--- src/hw/call_param_regs.svh ---
`ifndef CALL_PARAM_REGS_SVH
`define CALL_PARAM_REGS_SVH

// ----------------------------------------------------------------
// Register byte offsets
// ----------------------------------------------------------------
`define OFS_CTRL      8'h00
`define OFS_CUG       8'h04
`define OFS_CUG_ENC   8'h08
`define OFS_CUG_STAT  8'h0c
`define OFS_FCI       8'h10
`define OFS_EVT       8'h14
`define OFS_INFO      8'h18
`define OFS_CONT      8'h1c
`define OFS_FAC       8'h20
`define OFS_LREF      8'h24
`define OFS_CREQ      8'h28
`define OFS_OPT       8'h2c
`define OFS_OPT_STAT  8'h30
`define OFS_CNUM      8'h34

// ----------------------------------------------------------------
// Field positions and codes
// ----------------------------------------------------------------
`define CTRL_INTL_IN      0
`define CTRL_OCT2_UNUSED  1
`define CNUM_PRES_LSB     2
`define CNUM_PRES_NOT_AVAIL 2'h2
`define CNUM_HDR_OCTETS   5'h02
`define FAC_USER_TO_USER  8'h02
`define EVT_LAST_KNOWN    7'h06
`define END_OF_OPT_OCTET  8'h00

// ----------------------------------------------------------------
// Masks of bits that are sent, everything else goes out as zero
// ----------------------------------------------------------------
`define FCI_SENT_MASK     16'hf7ff
`define FCI_LOCAL_MASK    16'h07ff
`define INFO_SENT_MASK    16'h00e7
`define CONT_SENT_MASK    8'h01

// ----------------------------------------------------------------
// Reset values
// ----------------------------------------------------------------
`define RST_WORD32        32'h0000_0000
`define RST_CTRL          2'h0

`endif

--- src/hw/call_param_pkg.sv ---
package call_param_pkg;

    typedef enum logic [1:0] {
        E2E_LINK_ONLY, E2E_PASS_ALONG, E2E_CCP, E2E_BOTH
    } e2e_method_t;

    typedef struct packed {
        logic [3:0]  national_use;
        logic        spare_l;
        logic [1:0]  ccp_method;
        logic        isdn_access;
        logic [1:0]  up_pref;
        logic        up_used;
        logic        e2e_info;
        logic        interworking;
        e2e_method_t e2e_method;
        logic        international;
    } fci_t;

    typedef struct packed {
        logic [3:0] d4;
        logic [3:0] d3;
        logic [3:0] d2;
        logic [3:0] d1;
    } net_identity_digits_t;

endpackage

--- src/hw/call_param_codec.sv ---
// Functional notes
// Identity digits are BCD values zero to nine
// Lead 0 or 9: country code follows
// Unneeded second identity octet sent as zeros
// Lead 1 or 8 forbidden; others mean data-net
// Group code: octets three-four, unsigned, MSB first
// Address unavailable: omit octets three onward
// Connection request: reference, point code, class, credit
// Continuity bit A: one success, zero failure
// Zero octet ends optional parameter list
// Seven-bit event codes one to six defined
// Event bit H marks presentation restricted
// Facility value 00000010 means user-to-user
// International bit set on incoming international calls
// End-to-end method field, bits C,B
// Bits D,E,F: interworking, info, user part
// User-part preference H,G; 11 spare
// Bit I access; bits K,J method
// Protocol control group B-F, J-K; L spare
// Calling address response B,A; 10 spare
// Hold C, category F, charge G flags
// Bit H unsolicited; bits I-P spare
// Spares sent zero, ignored on receive
`include "call_param_regs.svh"

module call_param_codec #(
    parameter int POINT_CODE_W = 14
) (
    // Clock and reset
    input  wire logic        clk_i,
    input  wire logic        rst_i,
    // Wishbone slave
    input  wire logic        wb_cyc_i,
    input  wire logic        wb_stb_i,
    input  wire logic        wb_we_i,
    input  wire logic [7:0]  wb_adr_i,
    input  wire logic [3:0]  wb_sel_i,
    input  wire logic [31:0] wb_dat_i,
    output logic      [31:0] wb_dat_o,
    output logic             wb_ack_o
);

    // ----------------------------------------------------------------
    // Helpers
    // ----------------------------------------------------------------
    function automatic logic [31:0] merge(input logic [31:0] old_v,
                                          input logic [31:0] new_v,
                                          input logic [3:0] sel);
        logic [31:0] r;
        r = old_v;
        for (int i = 0; i < 4; i++) begin
            if (sel[i]) begin
                r[i*8 +: 8] = new_v[i*8 +: 8];
            end
        end
        return r;
    endfunction

    function automatic logic bad_bcd(input logic [3:0] d);
        return d > 4'h9;
    endfunction

    // ----------------------------------------------------------------
    // Bus access
    // ----------------------------------------------------------------
    logic req;
    logic wr;
    assign req = wb_cyc_i & wb_stb_i & ~wb_ack_o;
    assign wr = req & wb_we_i;

    // Byte lanes kept from the old value and bytes taken from the bus
    logic [31:0] keep;
    logic [31:0] put;
    assign keep = ~{{8{wb_sel_i[3]}}, {8{wb_sel_i[2]}}, {8{wb_sel_i[1]}}, {8{wb_sel_i[0]}}};
    assign put = wb_dat_i & ~keep;

    function automatic logic hit(input logic [7:0] a, input logic [7:0] ofs);
        return a == ofs;
    endfunction

    // ----------------------------------------------------------------
    // Registers
    // ----------------------------------------------------------------
    logic [1:0]  ctrl_reg;
    logic [31:0] cug_reg;
    logic [15:0] fci_reg;
    logic [7:0]  evt_reg;
    logic [15:0] info_reg;
    logic [7:0]  cont_reg;
    logic [7:0]  fac_reg;
    logic [23:0] lref_reg;
    logic [31:0] creq_reg;
    logic [20:0] cnum_reg;
    logic        end_seen_reg;
    logic [7:0]  opt_cnt_reg;

    always_ff @(posedge clk_i) begin
        if (rst_i) begin
            ctrl_reg <= `RST_CTRL;
            cug_reg <= `RST_WORD32;
            fci_reg <= 16'h0000;
            evt_reg <= 8'h00;
            info_reg <= 16'h0000;
            cont_reg <= 8'h00;
            fac_reg <= 8'h00;
            lref_reg <= 24'h000000;
            creq_reg <= `RST_WORD32;
            cnum_reg <= 21'h000000;
        end else if (wr) begin
            if (hit(wb_adr_i, `OFS_CTRL)) ctrl_reg <= (ctrl_reg & keep[1:0]) | put[1:0];
            if (hit(wb_adr_i, `OFS_CUG)) cug_reg <= merge(cug_reg, wb_dat_i, wb_sel_i);
            if (hit(wb_adr_i, `OFS_FCI)) fci_reg <= (fci_reg & keep[15:0]) | put[15:0];
            if (hit(wb_adr_i, `OFS_EVT)) evt_reg <= (evt_reg & keep[7:0]) | put[7:0];
            if (hit(wb_adr_i, `OFS_INFO)) info_reg <= (info_reg & keep[15:0]) | put[15:0];
            if (hit(wb_adr_i, `OFS_CONT)) cont_reg <= (cont_reg & keep[7:0]) | put[7:0];
            if (hit(wb_adr_i, `OFS_FAC)) fac_reg <= (fac_reg & keep[7:0]) | put[7:0];
            if (hit(wb_adr_i, `OFS_LREF)) lref_reg <= (lref_reg & keep[23:0]) | put[23:0];
            if (hit(wb_adr_i, `OFS_CREQ)) creq_reg <= merge(creq_reg, wb_dat_i, wb_sel_i);
            if (hit(wb_adr_i, `OFS_CNUM)) cnum_reg <= (cnum_reg & keep[20:0]) | put[20:0];
        end
    end

    // ----------------------------------------------------------------
    // Optional parameter scanner
    // ----------------------------------------------------------------
    logic opt_wr;
    logic opt_clr;
    assign opt_wr = wr & hit(wb_adr_i, `OFS_OPT) & wb_sel_i[0];
    assign opt_clr = wr & hit(wb_adr_i, `OFS_OPT_STAT) & wb_sel_i[0] & wb_dat_i[0];

    // A zero octet ends the list; later octets are not counted
    always_ff @(posedge clk_i) begin
        if (rst_i) begin
            end_seen_reg <= 1'b0;
            opt_cnt_reg <= 8'h00;
        end else if (opt_wr && !end_seen_reg) begin
            if (wb_dat_i[7:0] == `END_OF_OPT_OCTET) begin
                end_seen_reg <= 1'b1;
            end else begin
                opt_cnt_reg <= opt_cnt_reg + 8'h01;
            end
        end else if (opt_clr) begin
            end_seen_reg <= 1'b0;
            opt_cnt_reg <= 8'h00;
        end
    end

    // ----------------------------------------------------------------
    // Closed group interlock code
    // ----------------------------------------------------------------
    call_param_pkg::net_identity_digits_t net_identity_digits;
    logic [3:0]  digit_err;
    logic        lead_forbidden;
    logic        is_country;
    logic        is_data_net;
    logic [11:0] country_code_digits;
    logic [15:0] data_net_id_code;
    logic [15:0] closed_group_code;
    logic [31:0] cug_enc;

    assign net_identity_digits = cug_reg[15:0];

    genvar g;
    generate
        for (g = 0; g < 4; g++) begin : g_bcd
            assign digit_err[g] = bad_bcd(cug_reg[g*4 +: 4]);
        end
    endgenerate

    assign lead_forbidden = net_identity_digits.d1 == 4'h1
                          || net_identity_digits.d1 == 4'h8;
    assign is_country = net_identity_digits.d1 == 4'h0
                      || net_identity_digits.d1 == 4'h9;
    assign is_data_net = !is_country && !lead_forbidden && !digit_err[0];
    assign country_code_digits = {net_identity_digits.d2, net_identity_digits.d3,
                                  net_identity_digits.d4};
    assign data_net_id_code = is_data_net ? cug_reg[15:0] : 16'h0000;
    // Bit 8 of octet three is the top bit of the group code
    assign closed_group_code = {cug_reg[23:16], cug_reg[31:24]};
    assign cug_enc = {cug_reg[31:16],
                      ctrl_reg[`CTRL_OCT2_UNUSED] ? 8'h00 : cug_reg[15:8],
                      cug_reg[7:0]};

    // ----------------------------------------------------------------
    // Forward call indicators
    // ----------------------------------------------------------------
    call_param_pkg::fci_t fci_enc;
    logic [6:0] pci_group;
    always_comb begin
        fci_enc = fci_reg & `FCI_SENT_MASK;
        fci_enc.spare_l = 1'b0;
        if (ctrl_reg[`CTRL_INTL_IN]) begin
            fci_enc.international = 1'b1;
        end
    end
    // Decoded fields of the received word; bit A is reported, never checked
    call_param_pkg::fci_t fci_rx;
    assign fci_rx = fci_reg;
    assign pci_group = {fci_rx.ccp_method, fci_rx.up_used, fci_rx.e2e_info,
                        fci_rx.interworking, fci_rx.e2e_method};
    logic [7:0] fci_flags;
    assign fci_flags = {fci_rx.up_pref == 2'h3,
                        fci_rx.ccp_method == 2'h3, fci_rx.isdn_access,
                        fci_rx.up_used, fci_rx.e2e_info, fci_rx.interworking,
                        fci_rx.e2e_method == call_param_pkg::E2E_BOTH,
                        fci_rx.e2e_method == call_param_pkg::E2E_LINK_ONLY};

    // ----------------------------------------------------------------
    // Event, facility, continuity, information indicators
    // ----------------------------------------------------------------
    logic       evt_known;
    logic [6:0] evt_code;
    assign evt_code = evt_reg[6:0];
    assign evt_known = evt_code != 7'h00 && evt_code <= `EVT_LAST_KNOWN;
    logic evt_restricted;
    assign evt_restricted = evt_reg[7];

    logic fac_u2u;
    assign fac_u2u = fac_reg == `FAC_USER_TO_USER;

    logic cont_ok;
    assign cont_ok = cont_reg[0];

    logic [15:0] info_enc;
    logic [6:0]  info_flags;
    assign info_enc = info_reg & `INFO_SENT_MASK;
    assign info_flags = {info_reg[7],
                         info_reg[6], info_reg[5], info_reg[2],
                         info_reg[1:0] == 2'h2,
                         info_reg[1:0] == 2'h1,
                         info_reg[1:0] == 2'h3};

    // ----------------------------------------------------------------
    // Connected number and connection request
    // ----------------------------------------------------------------
    logic       cnum_no_addr;
    logic [4:0] cnum_len;
    logic [4:0] digit_octets;
    assign cnum_no_addr = cnum_reg[8 + `CNUM_PRES_LSB +: 2] == `CNUM_PRES_NOT_AVAIL;
    // Six bits so that a count of 31 still rounds up to 16 octets
    assign digit_octets = 5'((6'(cnum_reg[20:16]) + 6'h01) >> 1);
    assign cnum_len = cnum_no_addr ? `CNUM_HDR_OCTETS
                                   : 5'(`CNUM_HDR_OCTETS + digit_octets);

    logic [POINT_CODE_W-1:0] point_code;
    assign point_code = creq_reg[POINT_CODE_W-1:0];

    // ----------------------------------------------------------------
    // Read mux and acknowledge
    // ----------------------------------------------------------------
    logic [31:0] rd_data;
    always_comb begin
        rd_data = 32'h0000_0000;
        unique case (wb_adr_i)
            `OFS_CTRL:     rd_data = 32'(ctrl_reg);
            `OFS_CUG:      rd_data = cug_reg;
            `OFS_CUG_ENC:  rd_data = cug_enc;
            `OFS_CUG_STAT: rd_data = {closed_group_code, data_net_id_code[7:0], is_data_net,
                                      is_country, lead_forbidden, 1'b0, digit_err};
            `OFS_FCI:      rd_data = {fci_flags, 1'b0, pci_group, 16'(fci_enc)};
            `OFS_EVT:      rd_data = {22'h000000, evt_known, evt_restricted, evt_reg};
            `OFS_INFO:     rd_data = {9'h000, info_flags, info_enc};
            `OFS_CONT:     rd_data = {23'h000000, cont_ok, cont_reg & `CONT_SENT_MASK};
            `OFS_FAC:      rd_data = {23'h000000, fac_u2u, fac_reg};
            `OFS_LREF:     rd_data = 32'(lref_reg);
            `OFS_CREQ:     rd_data = {creq_reg[31:POINT_CODE_W], point_code};
            `OFS_OPT:      rd_data = 32'(`END_OF_OPT_OCTET);
            `OFS_OPT_STAT: rd_data = {23'h000000, opt_cnt_reg, end_seen_reg};
            `OFS_CNUM:     rd_data = {3'h0, cnum_len, 2'h0, cnum_no_addr, cnum_reg};
            default:       rd_data = 32'h0000_0000;
        endcase
    end

    always_ff @(posedge clk_i) begin
        if (rst_i) begin
            wb_ack_o <= 1'b0;
            wb_dat_o <= 32'h0000_0000;
        end else begin
            wb_ack_o <= req;
            wb_dat_o <= (req && !wb_we_i) ? rd_data : 32'h0000_0000;
        end
    end
endmodule

--- config.mk ---
export PLATFORM = sky130hd
export DESIGN_NAME = call_param_codec
export DESIGN_NICKNAME = d
export VERILOG_FILES = /design/src/hw/call_param_pkg.sv /design/src/hw/call_param_codec.sv
export VERILOG_INCLUDE_DIRS = /design/src /design/src/hw
export SDC_FILE = /design/constraint.sdc
export NUM_CORES = 1
export LEC_CHECK = 0
export BUFFER_PORTS_ARGS = -buffer_cell sky130_fd_sc_hd__buf_2
export CAP_MARGIN = 20
export CORE_ASPECT_RATIO = 0.5
export CORE_MARGIN = 4
export CORE_UTILIZATION = 50
export CTS_BUF_LIST = sky130_fd_sc_hd__clkbuf_16
export CTS_CLUSTER_SIZE = 8
export DETAILED_ROUTE_END_ITERATION = 10
export PLACE_DENSITY_LB_ADDON = 0.1
export SYNTH_ARGS = -nofsm -noshare
export SYNTH_HDL_FRONTEND = slang
export SYNTH_SLANG_ARGS = --single-unit
--- constraint.sdc ---
create_clock -name clk_i -period 2.1 [get_ports clk_i]
set_input_delay 0.105 -clock clk_i [delete_from_list [all_inputs] [get_ports clk_i]]
set_output_delay 0.105 -clock clk_i [all_outputs]
set_load 0.05 [all_outputs]
* Word-level counts from Yosys, hierarchy flattened *
Index checks and enable logic that the tools add are counted.

storage, ports and cells
  latch bits = 0
  register bits = 209
  ROM bits = 0
  RAM bits = 0
  memories kept = 0

cells by class
  reduce and logical (&&, ||, !) cells = 37
  add/subtract/negate cells = 3
  divide/modulo/power cells = 0
  multiply operators = 0
  shift operators = 0
  $lt $le $gt $ge = 5
  equal/unequal tests = 26
  bitwise logic cells = 29
  mux-type cells = 11

operator list
  kind                   number
  $pmux W32 S13          1
  $and A24 B24 Y24       2
  $eq A8 B6 Y1 const B   6
  $not A24 Y24           2
  $mux W8                5
  $and A16 B16 Y16       2
  $eq A8 B5 Y1 const B   4
  $or A16 B16 Y16        2
  $and A8 B8 Y8          3
  $or A24 B24 Y24        1
  $or A8 B8 Y8           3
  $reduce_and A3 Y1      8
  $and A21 B21 Y21       1
  $or A21 B21 Y21        1
  $reduce_and A2 Y1      10
  $eq A8 B4 Y1 const B   2
  $gt A4 B4 Y1 const B   4
  $logic_not A8 Y1       2
  $eq A2 B2 Y1 const B   6
  $add A8 B1 Y8 const B  1
  $and A1 B1 Y1          8
  $eq A4 B4 Y1 const B   2
  $eq A8 B2 Y1 const B   1
  $eq A8 B3 Y1 const B   1
  other kinds (20)       33

* Longest topological paths before layout *
  word-level depth = 8
  gate-level depth with buffers = 7
  depth with buffers taken out = 7

* Least setup slack after synthesis *
Ideal clock, no wire load.

  path type = register -> register
  start point = register wb_ack_o
  end point = register with a tool-made name
  cell stages (with the launch flop) = 7
  path buffers = 2
  path slack = 0.021 ns
  arrival = 1.951 ns
  cells stage by stage = dfxtp_1 > and4b_1 > clkbuf_1 > buf_2 > nand4_1 > mux2i_1 > nor2_1

RTL lines
  what                    RTL line                 source
  from (decl)             call_param_codec.sv:40   output logic wb_ack_o
  from (signal assigned)  call_param_codec.sv:279  wb_ack_o <= req;

==> metrics.md <==
| Metric | Value |
|---|---|
| Status | finished clean |
| Post-synth top cells | dfxtp_1 (191), nor2_1 (169), mux2i_1 (168), clkbuf_1 (46), nand2_1 (30) |
| Wirelength per Cell | 23.4 µm |
| Port bufs | 81 |
| Row count | 34 |
| Syn avg cell area | 9.62 µm² |
| Synth unique cells | 67 |
| Worst path cell trace | and4b_1 -> buf_12 -> nand4_1 -> buf_4 -> mux2i_1 -> nor2_1 |
| Buf/Inv on CP | 2 |
| Cells after DPL | 1218 |
| First-pass GRT wire length | 45.0 mm |
| Routed Antenna Nets | 0 |
| Post-synthesis cell count | 935 |
| Fmax | 546 MHz |
| CP max stage delay | 0.33 ns |
| Worst path top cell family by delay | simple AND/OR/NAND/NOR gates |
| DRC | 0 |
| CTS root buf | clkbuf_16 |
| Top Ports | 82 |
| Core area | 17500 µm² |
| Largest area contributor in the netlist | dfxtp_1 |
| # fillers | 1549 |
| DR vias/cell | 6.23 |
| Crit end category | flop |
| Pwr Density | 712 nW/µm² |
| Final min period | 1.83 ns |
| CTS Sinks | 191 |
| Slew Viols, Final | 0 |
| Tcrit/Tclk final | 87.3% |
| Crit Path Max Fanout | 23 |
| Crit Path Category | flop to flop |
| Maximum vdd drop | 0.000769 V |
| Worst Clk Skew | 0.0133 ns |
| Routability Congestion | 0.956 |
| Post-detail-place hpwl | 20.8 mm |
| Share of post-route cells with drive strength above 1 | 18.6% |
| Die X-Extent | 198 µm |
| Num CTS Buffers | 17 |
| Worst slew pin tran | 0.775 ns |
| Sequential fraction of the synthesis area | 42.5% |
| Top-count cell post-synth | dfxtp_1 |
| Total negative slack | 0 ns |
| Die area | 20300 µm² |
| Worst Hold Class | primary input to flop |
| Lkg Pwr | 5.09 nW |
| Die Ht | 103 µm |
| Reg clk slew, reported paths | 0.07 ns |
| Slowest stage cell, crit path | dfxtp_1 |
| Final WL | 29.8 mm |
| Longest Clk Path Bufs | 2 |
| Post-layout nets | 1080 |
| # Post-CTS Setup Buffers | 0 |
| Synth warn | 0 |
| Starting Density | 51.4% |
| Congestion Overflow GR | 0 |
| Largest net degree at the start of global routing | 167 |
| # diodes | 0 |
| Area delta synth->final | 18.0% |
| Vias in the first global route | 7434 |
| R2R setup slack | 0.27 ns |
| Design Area, Final | 10600 µm² |
| Synth top area share | 42.5% |
| Final setup fails | 0 |
| Fin cells | 1275 |
| Post-Syn Nets | 987 |
| Router iterations before antenna repair | 6 |
| Post-synth EDFFs | 0 |
| Worst setup SP type | flop |
| Critical path arrival | 2.13 ns |
| Synth Cell Area | 8990 µm² |
| Critical Path RT | 2.40 ns |
| Post-CTS resize count | 0 |
| Worst-skew pair later-pin latency | 0.45 ns |
| Top_reg_cell synth | dfxtp_1 |
| RSZ-0062 raised after global routing | false |
| Initial antenna violation count | 1 |
| Pre-CTS setup slack | 0.0455 ns |
| Post-placement cell area | 9740 µm² |
| Final Hold Viols | 0 |
| Htree depth | 4 |
| CTS tree | yes |
| All-layer global routing usage | 29.2% |
| Total power | 7.55 mW |
| Initial DRC count | 856 |
| Post-synthesis async set-or-reset flop share | 0% |
| Setup ws final | 0.267 ns |
| Via count | 7937 |
| Synth Register Bits | 191 |
| Slew margin rel. | 48.3% |
| Synth top area cells | dfxtp_1 (43%), mux2i_1 (19%), nor2_1 (7.1%) |
| Max Cap Violations | 0 |
==> worst paths after layout <==
check | end | startpoint | cells past startpoint
max | flop | wb_ack_o$_SDFF_PP0_ | 6
min | cug_reg[19]$_SDFFE_PP0P_ | wb_dat_i[19] | 3
max reg2reg | flop | wb_ack_o$_SDFF_PP0_ | 6
min reg2reg | wb_dat_o[29]$_SDFF_PP0_ | creq_reg[29]$_SDFFE_PP0P_ | 2
==> area by class of cell <==
type	instances	area [µm²]	area share, %
Clock inverter	15	200	1.89
Sequential cell	191	3820	36.0
Inverter	6	22.5	0.212
Multi-Input combinational cell	667	4860	45.8
Clock buffer	17	425	4.01
Timing Repair Buffer	145	988	9.31
Tap cell	234	293	2.76
==> cells by family after synthesis <==
family,after synthesis,synth area share [%]
and+or+nand+nor,326,20.0
buffers and inverters,77,3.73
muxes,176,19.7
xor gates and xnor gates,6,0.584
DFF,191,42.5
adders and majority gates,3,0.417
AOI/OAI and AO/OA,156,13.1
==> cell usage in the layout, fill, tap and decap left out, types with 4 or more instances in the layout <==
cell           netlist  final
nand3_1             17     17
a31oi_1             14     14
a22o_1              27     27
nor2b_1             13     13
nand2_1             30     30
and3_1              10     10
nor3_1               9      9
or4_1                6      6
nor2_1             169    169
a32oi_1             10     10
a41oi_1              6      6
clkbuf_16            0     17
dfxtp_1            191    191
mux2_2               8      8
a222oi_1             8      8
a21oi_1             14     14
nand4_2             14     14
inv_6                0      5
dlygate4sd3_1        0     25
o21ai_0             28     28
buf_2               16     80
inv_1                6      7
a221oi_1             4      4
a32o_1              12     12
mux2i_1            168    168
a22oi_1             18     18
buf_4                7     37
nand4_1             10     10
nor4_1               7      7
==> layer usage <==
metal / part of all wire, % / up-vias / GRT usage (%)
met1: 46 / 3887 / 42.3
met5: 0.024 / - / 0
met2: 42 / 380 / 43.3
li1: - / 3625 / -
met4: 1.5 / 2 / 6.50
met3: 10 / 43 / 8.81
==> worst register-to-register path, delay by kind of cell, from the launching register on <==
kind          cells  cell delay, ns
simple gates      3            0.68
buf+inv           2            0.51
flops             1            0.33
mux               1            0.17
==> power by group <==
part | leakage, nW | switching, mW | internal, mW
Clock | 0.303 | 1.57 | 1.92
Sequential | 1.54 | 0.00110 | 3.62
Combinational | 3.25 | 0.305 | 0.139
==> metrics by stage <==
stage	hold slack, ns	util (%)
final	0.0123	60.7
after global routing	0.00774	60.7
after CTS	0.00254	60.7
after detailed placement	0.329	55.7
after floorplan	0.191	-
after global placement	0.321	55.7
==> repair_timing <==
item	in CTS	in global routing
setup endpoints to repair	0	0
hold buffers	25	0
endpoints found under the hold margin	73	0
Power figures use the tool's default switching activity.
